<file path="config.mk">
export PLATFORM = sky130hd
export DESIGN_NAME = adcc_top
export DESIGN_NICKNAME = d
export VERILOG_FILES = /design/src/hdl/adcc_pkg.sv /design/src/hdl/adcc_top.sv
export SDC_FILE = /design/constraint.sdc
export NUM_CORES = 1
export LEC_CHECK = 0
export BUFFER_PORTS_ARGS = -buffer_cell sky130_fd_sc_hd__buf_2
export CAP_MARGIN = 20
export CORE_MARGIN = 10
export CORE_UTILIZATION = 50
export CTS_BUF_LIST = sky130_fd_sc_hd__clkbuf_4
export CTS_CLUSTER_DIAMETER = 150
export CTS_CLUSTER_SIZE = 14
export DETAILED_ROUTE_END_ITERATION = 16
export GPL_TIMING_DRIVEN = 0
export PLACE_DENSITY = 0.81
export SKIP_CTS_REPAIR_TIMING = 1
export SYNTH_ARGS = -nofsm -noshare
export SYNTH_HDL_FRONTEND = slang
export SYNTH_SLANG_ARGS = --single-unit
export TNS_END_PERCENT = 100
</file>
<file path="constraint.sdc">
create_clock -name aclk -period 9.6 [get_ports aclk]
set_clock_uncertainty 0.1 [all_clocks]
set_input_delay 1.44 -clock aclk [delete_from_list [all_inputs] [get_ports aclk]]
set_output_delay 1.44 -clock aclk [all_outputs]
set_load 0.02 [all_outputs]
</file>
<file path="src/hdl/adcc_pkg.sv">
// Constants, register map and carrier types for the converter control block.
// Assumes an AXI4-Lite master with 32-bit data and an external SAR core.
package adcc_pkg;
	localparam logic [7:0] ADDR_CONFIG = 8'h00;
	localparam logic [7:0] ADDR_CTRL2 = 8'h04;
	localparam logic [7:0] ADDR_CTRL3 = 8'h08;
	localparam logic [7:0] ADDR_CTRL1 = 8'h0c;
	localparam logic [7:0] ADDR_RES_HI = 8'h10;
	localparam logic [7:0] ADDR_RES_LO = 8'h14;
	localparam logic [7:0] ADDR_CMP_HI = 8'h18;
	localparam logic [7:0] ADDR_CMP_LO = 8'h1c;
	localparam logic [7:0] ADDR_PIN1 = 8'h20;
	localparam logic [7:0] ADDR_PIN2 = 8'h24;
	localparam int BIT_LOWPWR = 7;
	localparam int BIT_ACTIVE = 7;
	localparam int BIT_HWTRIG = 6;
	localparam int BIT_CMPEN = 5;
	localparam int BIT_CMPGT = 4;
	localparam int BIT_COMPLETE = 7;
	localparam int BIT_IRQEN = 6;
	localparam int BIT_CONT = 5;
	localparam int BIT_DIFF = 5;
	localparam int BIT_C3CONT = 3;
	localparam int BIT_AVGEN = 2;
	localparam logic [7:0] RST_CONFIG = 8'h00;
	localparam logic [7:0] RST_CTRL2 = 8'h00;
	localparam logic [7:0] RST_CTRL3 = 8'h00;
	localparam logic [7:0] RST_CTRL1 = 8'h1f;
	localparam logic [7:0] CTRL2_WMASK = 8'h70;
	localparam logic [7:0] CTRL2_REFMASK = 8'h03;
	localparam logic [7:0] CTRL3_WMASK = 8'h0f;
	localparam logic [1:0] MODE_8 = 2'b00;
	localparam logic [1:0] MODE_12 = 2'b01;
	localparam logic [1:0] MODE_10 = 2'b10;
	localparam logic [1:0] MODE_16 = 2'b11;
	localparam logic [1:0] RESP_OKAY = 2'b00;
	localparam logic [1:0] RESP_SLVERR = 2'b10;
	localparam int SAMPLE_SHORT_CYC = 4;
	localparam int SAMPLE_LONG_CYC = 24;
	localparam int CONV_CYC = 17;
	localparam int AVG_COUNT = 4;

	typedef enum logic [1:0] {ST_IDLE, ST_SAMPLE, ST_CONVERT, ST_DONE} adcc_state_e;

	// Controls handed to the analog core
	typedef struct packed {
		logic [1:0] clk_src;
		logic [1:0] divide;
		logic low_power;
		logic long_sample;
		logic [1:0] ref_pair;
		logic [4:0] channel;
		logic diff;
		logic sampling;
	} adcc_analog_s;
endpackage

</file>
<file path="src/hdl/adcc_top.sv">
// Register file, conversion sequencer and result gating for the converter.
// Assumes an AXI4-Lite master and an analog core giving a raw sample on demand.
//
// Local design decisions: the register addresses and register access over AXI4-Lite.
`timescale 1ns/1ns
module adcc_top
	import adcc_pkg::*;
#(
	parameter int PIN_COUNT = 16
)(
	input wire logic aclk,
	input wire logic aresetn,
	input wire logic [7:0] s_axi_awaddr,
	input wire logic s_axi_awvalid,
	output logic s_axi_awready,
	input wire logic [31:0] s_axi_wdata,
	input wire logic [3:0] s_axi_wstrb,
	input wire logic s_axi_wvalid,
	output logic s_axi_wready,
	output logic [1:0] s_axi_bresp,
	output logic s_axi_bvalid,
	input wire logic s_axi_bready,
	input wire logic [7:0] s_axi_araddr,
	input wire logic s_axi_arvalid,
	output logic s_axi_arready,
	output logic [31:0] s_axi_rdata,
	output logic [1:0] s_axi_rresp,
	output logic s_axi_rvalid,
	input wire logic s_axi_rready,
	input wire logic hw_trigger,
	input wire logic [15:0] raw_sample,
	input wire logic above_high_ref,
	input wire logic below_low_ref,
	output adcc_analog_s analog_ctrl,
	output logic [PIN_COUNT-1:0] pin_digital_off,
	output logic complete_irq
);

	////////////////////////////////////////////////////////////////////////////
	typedef struct packed {
		logic aw_got;
		logic w_got;
		logic [7:0] aw_addr;
		logic [7:0] w_data;
		logic w_lane;
		logic bvalid;
		logic [1:0] bresp;
		logic rvalid;
		logic [31:0] rdata;
		logic [1:0] rresp;
		logic [7:0] config_r;
		logic [7:0] ctrl2;
		logic [7:0] ctrl3;
		logic [7:0] ctrl1;
		logic complete;
		logic [15:0] result;
		logic [15:0] cmp_val;
		logic [15:0] pins;
		logic hold;
		adcc_state_e state;
		logic [7:0] count;
		logic [2:0] avg_n;
		logic [17:0] acc;
		logic pend;
		logic trig_q;
		adcc_analog_s ana;
		logic irq;
		logic aw_rdy;
		logic w_rdy;
		logic ar_rdy;
	} adcc_state_s;

	adcc_state_s cur_ff;
	adcc_state_s nxt_ff;

	// Full-scale code for the selected width and sense
	function automatic logic [15:0] full_scale(input logic [1:0] m, input logic d);
		logic [15:0] f;
		f = 16'hffff;
		case (m)
			MODE_8: f = d ? 16'h01ff : 16'h00ff;
			MODE_10: f = d ? 16'h07ff : 16'h03ff;
			MODE_12: f = d ? 16'h1fff : 16'h0fff;
			default: f = 16'hffff;
		endcase
		return f;
	endfunction

	function automatic logic hit(input logic [7:0] a, input logic [7:0] b);
		return a == b;
	endfunction

	function automatic logic [7:0] sample_len(input logic long_sel);
		return long_sel ? 8'(SAMPLE_LONG_CYC) : 8'(SAMPLE_SHORT_CYC);
	endfunction

	logic [15:0] fs;
	logic [15:0] sample;
	logic [15:0] avg_val;
	logic cmp_ok;
	logic start_req;
	logic do_write;
	logic do_read;
	logic ctrl1_wr;

	////////////////////////////////////////////////////////////////////////////
	always_comb
	begin
		nxt_ff = cur_ff;
		fs = full_scale(cur_ff.config_r[3:2], cur_ff.ctrl1[BIT_DIFF]);
		// Force full scale or zero on a reference flag, else mask the raw code to the chosen width
		if (above_high_ref)
			sample = fs;
		else if (below_low_ref)
			sample = 16'h0000;
		else
			sample = raw_sample & fs;
		avg_val = cur_ff.acc[17:2];
		do_write = cur_ff.aw_got && cur_ff.w_got && !cur_ff.bvalid;
		do_read = s_axi_arvalid && cur_ff.ar_rdy;
		ctrl1_wr = do_write && cur_ff.w_lane && hit(cur_ff.aw_addr, ADDR_CTRL1);
		start_req = 1'b0;

		// Write channels are accepted independently and joined here
		if (s_axi_awvalid && cur_ff.aw_rdy)
		begin
			nxt_ff.aw_got = 1'b1;
			nxt_ff.aw_addr = s_axi_awaddr;
		end
		if (s_axi_wvalid && cur_ff.w_rdy)
		begin
			nxt_ff.w_got = 1'b1;
			nxt_ff.w_data = s_axi_wdata[7:0];
			nxt_ff.w_lane = s_axi_wstrb[0];
		end
		if (cur_ff.bvalid && s_axi_bready)
			nxt_ff.bvalid = 1'b0;
		if (cur_ff.rvalid && s_axi_rready)
			nxt_ff.rvalid = 1'b0;

		if (do_write)
		begin
			nxt_ff.aw_got = 1'b0;
			nxt_ff.w_got = 1'b0;
			nxt_ff.bvalid = 1'b1;
			nxt_ff.bresp = RESP_OKAY;
			if (cur_ff.w_lane)
			begin
				case (cur_ff.aw_addr)
					ADDR_CONFIG: nxt_ff.config_r = cur_ff.w_data;
					ADDR_CTRL2: nxt_ff.ctrl2 = cur_ff.w_data & (CTRL2_WMASK | CTRL2_REFMASK);
					ADDR_CTRL3: nxt_ff.ctrl3 = cur_ff.w_data & CTRL3_WMASK;
					// Abort and restart are applied after the sequencer
					ADDR_CTRL1: nxt_ff.ctrl1 = {1'b0, cur_ff.w_data[6:0]};
					ADDR_CMP_HI: nxt_ff.cmp_val[15:8] = cur_ff.w_data;
					ADDR_CMP_LO: nxt_ff.cmp_val[7:0] = cur_ff.w_data;
					ADDR_PIN1: nxt_ff.pins[7:0] = cur_ff.w_data;
					ADDR_PIN2: nxt_ff.pins[15:8] = cur_ff.w_data;
					ADDR_RES_HI, ADDR_RES_LO: nxt_ff.bresp = RESP_OKAY;
					default: nxt_ff.bresp = RESP_SLVERR;
				endcase
			end
		end

		if (do_read)
		begin
			nxt_ff.rvalid = 1'b1;
			nxt_ff.rresp = RESP_OKAY;
			nxt_ff.rdata = 32'h0;
			case (s_axi_araddr)
				ADDR_CONFIG: nxt_ff.rdata[7:0] = cur_ff.config_r;
				// Bits 3:2 read zero, reference field shows in 1:0
				ADDR_CTRL2: nxt_ff.rdata[7:0] = {cur_ff.state != ST_IDLE,
					cur_ff.ctrl2[6:4], 2'b00, cur_ff.ctrl2[1:0]};
				ADDR_CTRL3: nxt_ff.rdata[7:0] = cur_ff.ctrl3;
				ADDR_CTRL1: nxt_ff.rdata[7:0] = {cur_ff.complete, cur_ff.ctrl1[6:0]};
				ADDR_RES_HI:
				begin
					nxt_ff.rdata[7:0] = cur_ff.result[15:8];
					nxt_ff.hold = 1'b1;
				end
				ADDR_RES_LO:
				begin
					nxt_ff.rdata[7:0] = cur_ff.result[7:0];
					nxt_ff.hold = 1'b0;
					nxt_ff.complete = 1'b0;
				end
				ADDR_CMP_HI: nxt_ff.rdata[7:0] = cur_ff.cmp_val[15:8];
				ADDR_CMP_LO: nxt_ff.rdata[7:0] = cur_ff.cmp_val[7:0];
				ADDR_PIN1: nxt_ff.rdata[7:0] = cur_ff.pins[7:0];
				ADDR_PIN2: nxt_ff.rdata[7:0] = cur_ff.pins[15:8];
				default: nxt_ff.rresp = RESP_SLVERR;
			endcase
		end

		////////////////////////////////////////////////////////////////////////
		nxt_ff.trig_q = hw_trigger;
		if (cur_ff.ctrl2[BIT_HWTRIG] && hw_trigger && !cur_ff.trig_q)
			nxt_ff.pend = 1'b1;
		if (cur_ff.pend && cur_ff.state == ST_IDLE)
			start_req = 1'b1;

		cmp_ok = !cur_ff.ctrl2[BIT_CMPEN]
			|| (cur_ff.ctrl2[BIT_CMPGT] ? (avg_val >= cur_ff.cmp_val)
			: (avg_val < cur_ff.cmp_val));

		case (cur_ff.state)
			ST_IDLE:
			begin
				if (start_req)
				begin
					nxt_ff.pend = 1'b0;
					nxt_ff.state = ST_SAMPLE;
					nxt_ff.count = sample_len(cur_ff.config_r[4]);
				end
			end
			ST_SAMPLE:
			begin
				if (cur_ff.count <= 8'h01)
				begin
					nxt_ff.state = ST_CONVERT;
					nxt_ff.count = 8'(CONV_CYC);
				end
				else
					nxt_ff.count = cur_ff.count - 8'h01;
			end
			ST_CONVERT:
			begin
				if (cur_ff.count <= 8'h01)
				begin
					nxt_ff.acc = cur_ff.acc + {2'b00, sample};
					nxt_ff.avg_n = cur_ff.avg_n + 3'h1;
					nxt_ff.state = ST_DONE;
				end
				else
					nxt_ff.count = cur_ff.count - 8'h01;
			end
			ST_DONE:
			begin
				if (cur_ff.ctrl3[BIT_AVGEN] && cur_ff.avg_n < 3'(AVG_COUNT))
				begin
					// Every averaged sample gets the full sample window
					nxt_ff.state = ST_SAMPLE;
					nxt_ff.count = sample_len(cur_ff.config_r[4]);
				end
				else if (cur_ff.hold)
					nxt_ff.state = ST_DONE;
				else
				begin
					if (!cur_ff.ctrl3[BIT_AVGEN])
						avg_val = cur_ff.acc[15:0];
					cmp_ok = !cur_ff.ctrl2[BIT_CMPEN]
						|| (cur_ff.ctrl2[BIT_CMPGT] ? (avg_val >= cur_ff.cmp_val)
						: (avg_val < cur_ff.cmp_val));
					if (cmp_ok)
					begin
						nxt_ff.result = avg_val;
						nxt_ff.complete = 1'b1;
					end
					nxt_ff.acc = 18'h0;
					nxt_ff.avg_n = 3'h0;
					nxt_ff.state = ST_IDLE;
					if (cur_ff.ctrl1[BIT_CONT] || cur_ff.ctrl3[BIT_C3CONT])
						nxt_ff.pend = 1'b1;
				end
			end
			default: nxt_ff.state = ST_IDLE;
		endcase

		// A ctrl1 write overrides the sequencer and its clear beats a completion;
		// a hardware trigger edge in that same cycle is dropped
		if (ctrl1_wr)
		begin
			nxt_ff.complete = 1'b0;
			nxt_ff.avg_n = 3'h0;
			nxt_ff.acc = 18'h0;
			nxt_ff.state = ST_IDLE;
			nxt_ff.pend = !cur_ff.ctrl2[BIT_HWTRIG];
		end

		nxt_ff.ana.clk_src = cur_ff.config_r[1:0];
		nxt_ff.ana.divide = cur_ff.config_r[6:5];
		nxt_ff.ana.low_power = cur_ff.config_r[BIT_LOWPWR];
		nxt_ff.ana.long_sample = cur_ff.config_r[4];
		nxt_ff.ana.ref_pair = cur_ff.ctrl2[1:0];
		nxt_ff.ana.channel = cur_ff.ctrl1[4:0];
		nxt_ff.ana.diff = cur_ff.ctrl1[BIT_DIFF];
		nxt_ff.ana.sampling = nxt_ff.state == ST_SAMPLE;
		nxt_ff.aw_rdy = !nxt_ff.aw_got;
		nxt_ff.w_rdy = !nxt_ff.w_got;
		nxt_ff.ar_rdy = !nxt_ff.rvalid;
		nxt_ff.irq = nxt_ff.complete && nxt_ff.ctrl1[BIT_IRQEN];
	end

	always_ff @(posedge aclk)
	begin
		if (!aresetn)
		begin
			cur_ff <= '0;
			cur_ff.config_r <= RST_CONFIG;
			cur_ff.ctrl2 <= RST_CTRL2;
			cur_ff.ctrl3 <= RST_CTRL3;
			cur_ff.ctrl1 <= RST_CTRL1;
			cur_ff.ana.channel <= RST_CTRL1[4:0];
			cur_ff.state <= ST_IDLE;
		end
		else
			cur_ff <= nxt_ff;
	end

	////////////////////////////////////////////////////////////////////////////
	assign s_axi_awready = cur_ff.aw_rdy;
	assign s_axi_wready = cur_ff.w_rdy;
	assign s_axi_bvalid = cur_ff.bvalid;
	assign s_axi_bresp = cur_ff.bresp;
	assign s_axi_arready = cur_ff.ar_rdy;
	assign s_axi_rvalid = cur_ff.rvalid;
	assign s_axi_rdata = cur_ff.rdata;
	assign s_axi_rresp = cur_ff.rresp;
	assign analog_ctrl = cur_ff.ana;
	assign pin_digital_off = PIN_COUNT'(cur_ff.pins);
	assign complete_irq = cur_ff.irq;
endmodule // adcc_top

</file>
==> reports/summary.txt, run 1 <==
setup TNS = 0 ns
Comb power frac = 0.190
pre-CTS setup slack = 4.99 ns
fin crit share = 0.425
share of cells above drive strength 1 = 0.198
post-synthesis sequential area ratio = 0.357
Clock H-tree levels = 4
final net count = 1295
GR Overflow Total = 0
Buffers on Ports = 94
first-pass GRT wire length = 38.0 mm
vias per inst = 5.56
post-synthesis instance total = 1034
data required time of the critical path = 9.95 ns
Initial Utilization = 0.509
outcome = finished clean
vias = 7849
RSZ-0062 raised after global routing = false
Setup-failing EPs final = 0
CTS tree = yes
Final Power = 1320 uW
top_reg_cell synth = dfxtp_1
PnR worst setup slack = 5.52 ns
Worst setup SP type = input pin
initial DRC count = 888
FFs w/ async S/R, synth = 0
vias in the first global route = 7540
Avg Cell Area, Syn = 8.52 um^2
dpl hpwl = 18.4 mm
fmax = 0.245 GHz
max_slew headroom = 0.406
Clock Tree Buf Depth = 2
Min Hold Slack = 0.370 ns
Critical Path, Cell by Cell = buf_2, inv_1, clkbuf_1, a21o_1, ha_1, inv_1, fa_1, nor2b_1, o31a_1, o211ai_1, a311oi_1, nor2_1, xnor2_1, a22o_1
row count = 48
GRT Util Overall = 0.196
Post-route DRC = 0
Die W = 153 um
Synthesis Warnings = 0
Max Fanout on Critical Path = 10
synthesized flop and latch total = 157
setup slack, reg-to-reg = 5.55 ns
CP delay by family, top = compound AO/OA/AOI/OAI gates
final wirelength = 24.1 mm
Area Growth Syn to Fin = 12.7%
Slew @ Worst Pin = 0.884 ns
slowest cell on the critical path = a311oi_1
Yosys cell types = 77
clk slew on worst S/H paths = 0.13 ns
reg2reg path depth = 12
Psw = 420 uW
Placer Congestion = 0.950
Largest stage delay, worst path = 0.51 ns
clock latency on the worst-skew pair = 0.56 ns
CP startpoint = below_low_ref
CTS buffer count = 17
Sw Ratio = 0.318
Clk network pwr share = 0.292
Reg-to-Reg Start = cur_ff[112]$_SDFFE_PN0P_
Bufs and invs on worst path = 4
I/O Pins = 151
die height = 153 um
LEAKAGE = 0.00455 uW
largest net degree at the start of global routing = 17
Placeable Area = 17300 um^2
most frequent CP cell = inv_1
Max Slew Vio Count = 0
kind of critical path = in -> reg
Crit. End Element = flip-flop
leading area contributor after synthesis = dfxtp_1
worst min-delay path class = reg -> reg
CTS sink cnt = 157
initial antenna violation count = 2
maximum vdd drop = 0.0000932 V
router iterations before antenna repair = 6
Worst R2R End = cur_ff[97]$_SDFFE_PN0P_
synth top area cells = dfxtp_1 36%, mux2i_1 9.2%, ha_1 6.3%, buf_4 5.8%, nand2_1 5.0%
Post-synth EDFFs = 0
max cap viols = 0
Int Power = 901 uW
CP endpoint = cur_ff[33]$_SDFFE_PP0P_
Routed Antenna Nets = 0
Power Density = 133 nW/um^2
sequential share of power = 0.518
Post-Syn Area = 8800 um^2
per-cell routed wire length = 17.1 um
Critical Path AT = 4.44 ns
WP depth = 14
top-area cell type share of the netlist area = 0.357
Final Hold Viols = 0
die area = 23300 um^2
clk root buf = clkbuf_4
Final min period = 4.08 ns
[final cells by class]
cell class | instances | area [um^2]
Fill cell | 1540 | 7370
Multi-Input combinational cell | 749 | 4910
Sequential cell | 157 | 3140
Buffer | 114 | 696
Timing Repair Buffer | 94 | 470
Tap cell | 225 | 282
Inverter | 39 | 146
Clock buffer | 18 | 135
Clock inverter | 14 | 134
Antenna cell | 1 | 2.50
[cell usage in the layout, fill, tap and decap left out, types with 15 or more instances in the layout]
master / Yosys / routed
and2_1: 19 / 19
nor2_1: 114 / 114
a21oi_1: 73 / 73
clkbuf_1: 38 / 38
buf_4: 68 / 68
dfxtp_1: 157 / 157
buf_2: 4 / 98
conb_1: 1 / 26
nand3_1: 25 / 25
nand2b_1: 15 / 15
mux2_2: 15 / 15
nand2_1: 117 / 117
o21ai_0: 42 / 42
mux2i_1: 81 / 81
ha_1: 44 / 44
clkbuf_4: 0 / 18
inv_1: 38 / 38
[worst min path at each step]
stage,startpoint,cells past startpoint,end,slack [ns]
2_1_floorplan,s_axi_rdata[0]$_SDFFE_PN0P_,2,s_axi_rdata[0]$_SDFFE_PN0P_,0.33
3_3_place_gp,s_axi_rdata[2]$_SDFFE_PN0P_,2,s_axi_rdata[2]$_SDFFE_PN0P_,0.34
3_5_place_dp,cur_ff[98]$_SDFFE_PN0P_,2,cur_ff[98]$_SDFFE_PN0P_,0.35
4_1_cts,cur_ff[95]$_SDFFE_PN0P_,2,cur_ff[95]$_SDFFE_PN0P_,0.37
5_1_grt,cur_ff[87]$_SDFFE_PN0P_,2,cur_ff[87]$_SDFFE_PN0P_,0.39
6_report,cur_ff[95]$_SDFFE_PN0P_,2,cur_ff[95]$_SDFFE_PN0P_,0.37
[state kept, by name, indices dropped and copies added, names as in the netlist]
name / count
cur_ff: 110
pin_digital_off: 16
analog_ctrl: 15
s_axi_rdata: 8
complete_irq: 1
s_axi_arready: 1
s_axi_awready: 1
s_axi_bresp: 1
s_axi_bvalid: 1
s_axi_rresp: 1
s_axi_rvalid: 1
s_axi_wready: 1
[routing by layer]
metal | track usage | routed length [um] | vias to the layer above
li1 | - | - | 3807
met1 | 0.247 | 10200 | 3635
met2 | 0.324 | 11200 | 353
met4 | 0.0654 | 587 | 2
met5 | 0 | 11 | -
met3 | 0.0435 | 2080 | 52
[Yosys cell counts (4+ instances only)]
cell type and count:
a211oi_1 6, a21o_1 13, a21oi_1 73, a22o_1 7
a22oi_1 13, a31oi_1 8, a32o_1 5, a32oi_1 6
and2_1 19, and3_1 5, buf_2 4, buf_4 68
clkbuf_1 38, dfxtp_1 157, ha_1 44, inv_1 38
mux2_2 15, mux2i_1 81, mux4_2 5, nand2_1 117
nand2b_1 15, nand3_1 25, nand3b_1 5, nor2_1 114
nor2b_1 10, nor3_1 12, nor4_1 7, o21ai_0 42
xnor2_1 8, xor2_1 4
[worst min-delay path: stages, from the launching register on]
cell and delay, ns:
dfxtp_1 0.33, nand2_1 0.05, mux2i_1 0.05
[power groups by stage]
stage          registers [uW]  logic [uW]  clock network, uW
2_1_floorplan             695         184                  0
3_3_place_gp              697         239                  0
3_5_place_dp              698         243                  0
4_1_cts                   683         246                390
5_1_grt                   686         280                418
6_report                  684         251                386
[logic make-up after synthesis]
family / count (synthesis) / synth area share
DFF: 157 / 0.357
adders and majority gates: 45 / 0.0648
and+or+nand+nor: 356 / 0.193
muxes: 101 / 0.124
AOI/OAI and AO/OA: 209 / 0.153
buffers and inverters: 153 / 0.0956
xor gates and xnor gates: 12 / 0.0119
other: 1 / 0.000426
[through the flow]
stage               instances  utilization  instance area, um^2
floorplan                1059            -                 8900
global placement         1378        0.558                 9650
detailed placement       1378        0.558                 9650
CTS                      1410        0.573                 9920
global route             1411        0.574                 9920
finish                   1411        0.574                 9920
(Power assumes the default switching activity.)
==> inputs of run 2 (changes only) <==
--- a/config.mk
+++ b/config.mk
@@ -5,6 +5,7 @@
 export SDC_FILE = /design/constraint.sdc
 export NUM_CORES = 1
 export LEC_CHECK = 0
+export ABC_AREA = 1
 export BUFFER_PORTS_ARGS = -buffer_cell sky130_fd_sc_hd__buf_2
 export CAP_MARGIN = 20
 export CORE_MARGIN = 10
@@ -14,7 +15,7 @@
 export CTS_CLUSTER_SIZE = 14
 export DETAILED_ROUTE_END_ITERATION = 16
 export GPL_TIMING_DRIVEN = 0
-export PLACE_DENSITY = 0.81
+export PLACE_DENSITY = 0.84
 export SKIP_CTS_REPAIR_TIMING = 1
 export SYNTH_ARGS = -nofsm -noshare
 export SYNTH_HDL_FRONTEND = slang
==> constraint.sdc (replaced) <==
create_clock -name aclk -period 3.3 [get_ports aclk]
set_clock_uncertainty 0.1 [all_clocks]
set_input_delay 0.495 -clock aclk [delete_from_list [all_inputs] [get_ports aclk]]
set_output_delay 0.495 -clock aclk [all_outputs]
set_load 0.02 [all_outputs]
==> reports/summary.txt, run 2 <==
Fill cells = 1670
post-synthesis sequential area ratio = 0.353
commonest non-fill, non-tap cell in the layout = nand2_1
Max Slew Vio Count = 0
Clock Tree Buf Depth = 2
die height = 153 um
Crit. End Element = flip-flop
max cap viols = 0
CP startpoint = cur_ff[112]$_SDFFE_PN0P_
CTS tree = yes
fmax = 0.335 GHz
slowest cell on the critical path = dfxtp_2
top-area cell type share of the netlist area = 0.353
top_reg_cell synth = dfxtp_1
final wirelength = 25.6 mm
Initial Utilization = 0.512
Buffers on Ports = 97
total placed cells including tap cells = 1606
sequential cell area = 3140 um^2
Area Growth Syn to Fin = 12.7%
kind of critical path = reg -> reg
router iterations before antenna repair = 5
Worst setup SP type = flip-flop
Post-Syn Area = 8890 um^2
Reg-to-Reg Start = cur_ff[112]$_SDFFE_PN0P_
pre-CTS setup slack = -0.119 ns
final net count = 1523
Routed Antenna Nets = 0
initial DRC count = 851
die area = 23500 um^2
Final Power = 3590 uW
clk root buf = clkbuf_4
Largest stage delay, worst path = 0.43 ns
share of cells above drive strength 1 = 0.186
first-pass GRT wire length = 40.7 mm
Critical Path AT = 3.38 ns
fin crit share = 0.904
dpl hpwl = 20.1 mm
row count = 48
Yosys cell types = 52
most frequent cells in the layout = 244 x nand2_1, 156 x dfxtp_1, 146 x nor2_1
Die W = 153 um
LEAKAGE = 0.00478 uW
FFs w/ async S/R, synth = 0
vias per inst = 5.26
Max Fanout on Critical Path = 10
Min Hold Slack = 0.0324 ns
leading area contributor after synthesis = dfxtp_1
GR Overflow Total = 0
Largest register FFs = 110
Synth top cells by count = 244 x nand2_1, 157 x dfxtp_1, 146 x nor2_1, 137 x inv_1, 116 x a21oi_1
vias in the first global route = 7897
Final Hold Viols = 0
Synthesis Warnings = 0
Placeable Area = 17400 um^2
data required time of the critical path = 3.70 ns
Final min period = 2.98 ns
outcome = finished clean
initial antenna violation count = 1
final instance area = 10000 um^2
CTS buffer count = 17
Clock H-tree levels = 4
clock latency on the worst-skew pair = 0.60 ns
Post-synth EDFFs = 0
Avg Cell Area, Syn = 7.06 um^2
most common cell in the netlist = nand2_1
Placer Congestion = 0.974
CP delay by family, top = simple AND/OR/NAND/NOR gates
max_slew headroom = 0.521
vias = 8631
RSZ-0062 raised after global routing = false
synthesized flop and latch total = 157
Slew @ Worst Pin = 0.718 ns
GRT Util Overall = 0.209
synth top area cells = dfxtp_1 35%, nand2_1 10%, a21oi_1 6.5%, ha_1 6.2%, nor2_1 6.2%
per-cell routed wire length = 15.6 um
Largest Register = cur_ff
post-synthesis instance total = 1259
Critical Path, Cell by Cell = inv_1, clkbuf_1, or2_2, o21ai_0, inv_1, ha_1, a21oi_1, o21ai_0, a21oi_1, nand3_1, nand3_2, clkbuf_4, nand3_1, nand2_1, nor2_1
clk slew on worst S/H paths = 0.15 ns
Layout Cells excl Fill = 1640
Setup-failing EPs final = 0
worst min-delay path class = in -> reg
CTS sink cnt = 157
Bufs and invs on worst path = 4
PnR worst setup slack = 0.316 ns
maximum vdd drop = 0.000217 V
Post-route DRC = 0
Post-Place Cell Area = 9750 um^2
Multi-input gate area = 4620 um^2
largest net degree at the start of global routing = 17
Hold Path Origin = hw_trigger
I/O Pins = 151
Power Density = 358 nW/um^2
==> run 2: cell types whose count changed in the layout (fill, tap and decap cells not counted), moves of 43 or more <==
| cell | delta |
|---|---|
| nand2_1 | +127 |
| a211oi_1 | +43 |
| mux2i_1 | -80 |
| nand3_1 | +47 |
| a21oi_1 | +43 |
| inv_1 | +99 |
==> run 2: cell families after synthesis <==
kind of cell / after synthesis / synth area share
adder cells (fa/ha/maj): 45 / 0.0642
other: 1 / 0.000422
AO/OA/AOI/OAI: 275 / 0.178
flip-flops: 157 / 0.353
buffers and inverters: 248 / 0.138
XOR/XNOR: 5 / 0.00493
AND/OR/NAND/NOR: 527 / 0.259
multiplexers: 1 / 0.00113
==> run 2: area by class of cell <==
type / count / area share
Tap cell: 225 / 0.0281
Clock inverter: 15 / 0.0130
Clock buffer: 17 / 0.0127
Multi-Input combinational cell: 879 / 0.461
Sequential cell: 157 / 0.314
Inverter: 141 / 0.0530
Timing Repair Buffer: 97 / 0.0484
Buffer: 107 / 0.0700
Antenna cell: 2 / 0.000499
==> run 2: worst reg2reg max path: stages (launching register included) <==
cell and delay (ns):
dfxtp_2 0.43, inv_1 0.09, clkbuf_1 0.17, or2_2 0.29, o21ai_0 0.18, inv_1 0.10, ha_1 0.31, a21oi_1 0.14
o21ai_0 0.09, a21oi_1 0.19, nand3_1 0.13, nand3_2 0.15, clkbuf_4 0.23, nand3_1 0.13, nand2_1 0.11, nor2_1 0.04
==> run 2: final timing paths <==
kind                                end  slack, ns  cells past startpoint
max reg2reg    cur_ff[100]$_SDFFE_PN0P_       0.32                     15
min               cur_ff[19]$_SDFF_PN0_       0.03                      3
min reg2reg  analog_ctrl[13]$_SDFF_PN0_       0.36                      2
max            cur_ff[100]$_SDFFE_PN0P_       0.32                     15
==> run 2: metrics by stage <==
| step | TNS (ns) | util |
|---|---|---|
| floorplan | 0 | - |
| global placement | -0.0709 | 0.562 |
| detailed placement | -0.119 | 0.562 |
| CTS | 0 | 0.577 |
| global route | 0 | 0.578 |
| finish | 0 | 0.578 |
==> run 2: where the power goes <==
group,internal (uW),leakage [uW],switching [uW]
clock network,324,0.000133,778
logic,171,0.00337,348
registers,1940,0.00127,32.1
==> run 2: per-layer routing <==
layer	global-route usage	share of wire	routed length (um)
met1	0.266	0.42	10800
met2	0.336	0.46	11600
met3	0.0485	0.089	2280
met4	0.0778	0.031	798
met5	0	0	0
==> inputs of run 3 (changes only) <==
--- a/config.mk
+++ b/config.mk
@@ -6,7 +6,7 @@
 export NUM_CORES = 1
 export LEC_CHECK = 0
 export ABC_AREA = 1
-export BUFFER_PORTS_ARGS = -buffer_cell sky130_fd_sc_hd__buf_2
+export BUFFER_PORTS_ARGS = -buffer_cell sky130_fd_sc_hd__buf_4
 export CAP_MARGIN = 20
 export CORE_MARGIN = 10
 export CORE_UTILIZATION = 50
@@ -15,7 +15,7 @@
 export CTS_CLUSTER_SIZE = 14
 export DETAILED_ROUTE_END_ITERATION = 16
 export GPL_TIMING_DRIVEN = 0
-export PLACE_DENSITY = 0.84
+export PLACE_DENSITY_LB_ADDON = 0.3
 export SKIP_CTS_REPAIR_TIMING = 1
 export SYNTH_ARGS = -nofsm -noshare
 export SYNTH_HDL_FRONTEND = slang
==> reports/summary.txt, run 3 (synthesis gave the netlist of run 2 again) <==
outcome = finished clean
maximum vdd drop = 0.000268 V
clk root buf = clkbuf_4
grt met3 use = 0.0570
Clock Tree Buf Depth = 2
Largest stage delay, worst path = 0.45 ns
most frequent CP cell = a21oi_1
Max Fanout on Critical Path = 10
vias = 8560
first-pass GRT wire length = 40.5 mm
largest net degree at the start of global routing = 17
dpl hpwl = 19.9 mm
die height = 153 um
setup slack, reg-to-reg = 0.27 ns
GR Overflow Total = 0
Clock H-tree levels = 4
final wirelength = 25.1 mm
CTS sink cnt = 157
M2 GR Usage = 0.318
Post-route DRC = 0
Fill cells = 1702
Placeable Area = 17400 um^2
CTS buffer count = 17
most frequent cells in the layout = 244 x nand2_1, 169 x buf_4, 156 x dfxtp_1
Final Hold Viols = 0
Placer Congestion = 0.971
Buffers on Ports = 97
fin crit share = 0.918
final net count = 1523
data required time of the critical path = 3.66 ns
GRT Util Overall = 0.208
Max Slew Vio Count = 0
vias per inst = 5.24
sequential cell area = 3140 um^2
router iterations before antenna repair = 5
RSZ-0062 raised after global routing = false
initial antenna violation count = 1
Largest Register = cur_ff
busiest grt layer = met2
Area Growth Syn to Fin = 14.9%
per-cell routed wire length = 15.3 um
Die W = 153 um
Final min period = 3.03 ns
row count = 48
Critical Path AT = 3.39 ns
final instance area = 10200 um^2
slowest cell on the critical path = dfxtp_2
vias in the first global route = 7877
Crit. End Element = flip-flop
share of cells above drive strength 1 = 0.183
CTS tree = yes
Initial Utilization = 0.512
setup TNS = 0 ns
LEAKAGE = 0.00481 uW
commonest non-fill, non-tap cell in the layout = nand2_1
I/O Pins = 151
GR Util met1 = 0.276
Routed Antenna Nets = 0
clk slew on worst S/H paths = 0.12 ns
CP delay by family, top = compound AO/OA/AOI/OAI gates
Bufs and invs on worst path = 4
kind of critical path = reg -> reg
Multi-input gate area = 4610 um^2
worst min-delay path class = in -> reg
initial DRC count = 772
max_slew headroom = 0.514
Worst setup SP type = flip-flop
max cap viols = 0
clock latency on the worst-skew pair = 0.56 ns
Critical Path, Cell by Cell = inv_1, clkbuf_1, or2_2, o21ai_0, inv_1, ha_1, a21oi_1, o21ai_0, a21oi_1, nand3_1, nand3_1, buf_4, nand2_1, a21oi_1
die area = 23500 um^2
Post-Place Cell Area = 10000 um^2
fmax = 0.330 GHz
Largest register FFs = 110
Setup-failing EPs final = 0
Power Density = 345 nW/um^2
Slew @ Worst Pin = 0.729 ns
run 3: cell type report:
type                       count  share of cell area
timing repair buffer          97              0.0713
multi-input combinational    879               0.451
clock inverter                 9             0.00759
inverter                     141              0.0520
buffer                       107              0.0687
tap                          225              0.0276
sequential                   157               0.308
antenna                        2            0.000490
clock buffer                  18              0.0132
run 3: per-stage QoR:
stage	setup slack, ns	hold slack, ns	utilization	power (uW)	instances
2_1_floorplan	0.510	0.300	-	2370	1284
3_3_place_gp	-0.102	0.341	0.576	2530	1606
3_5_place_dp	-0.158	0.339	0.576	2540	1606
4_1_cts	0.166	0.0224	0.588	3520	1633
5_1_grt	0.0264	0.0136	0.589	3670	1635
6_report	0.270	0.0538	0.589	3520	1635
run 3: final timing paths:
check | start | endpoint | depth (start not counted)
worst min-delay path | hw_trigger | cur_ff[19]$_SDFF_PN0_ | 3
worst min register to register | cur_ff[118]$_SDFFE_PN0P_ | analog_ctrl[7]$_SDFF_PN0_ | 2
worst max-delay path | cur_ff[112]$_SDFFE_PN0P_ | complete_irq$_SDFF_PN0_ | 14
worst max register to register | cur_ff[112]$_SDFFE_PN0P_ | complete_irq$_SDFF_PN0_ | 14
run 3: where the power goes:
part | switching [uW] | internal (uW) | total (uW)
Sequential | 30.8 | 1940 | 1970
Combinational | 339 | 192 | 532
Clock | 667 | 353 | 1020
Total | 1040 | 2480 | 3520
run 3: metal layers:
metal	vias to the layer above	wire, um
li1	4335	-
met1	3848	11300
met2	332	10800
met3	45	2270
met4	0	685
met5	-	0
run 3: worst min-delay path, delay by kind of cell:
kind	cells	cell delay (ns)
buf+inv	2	0.14
simple gates	1	0.05
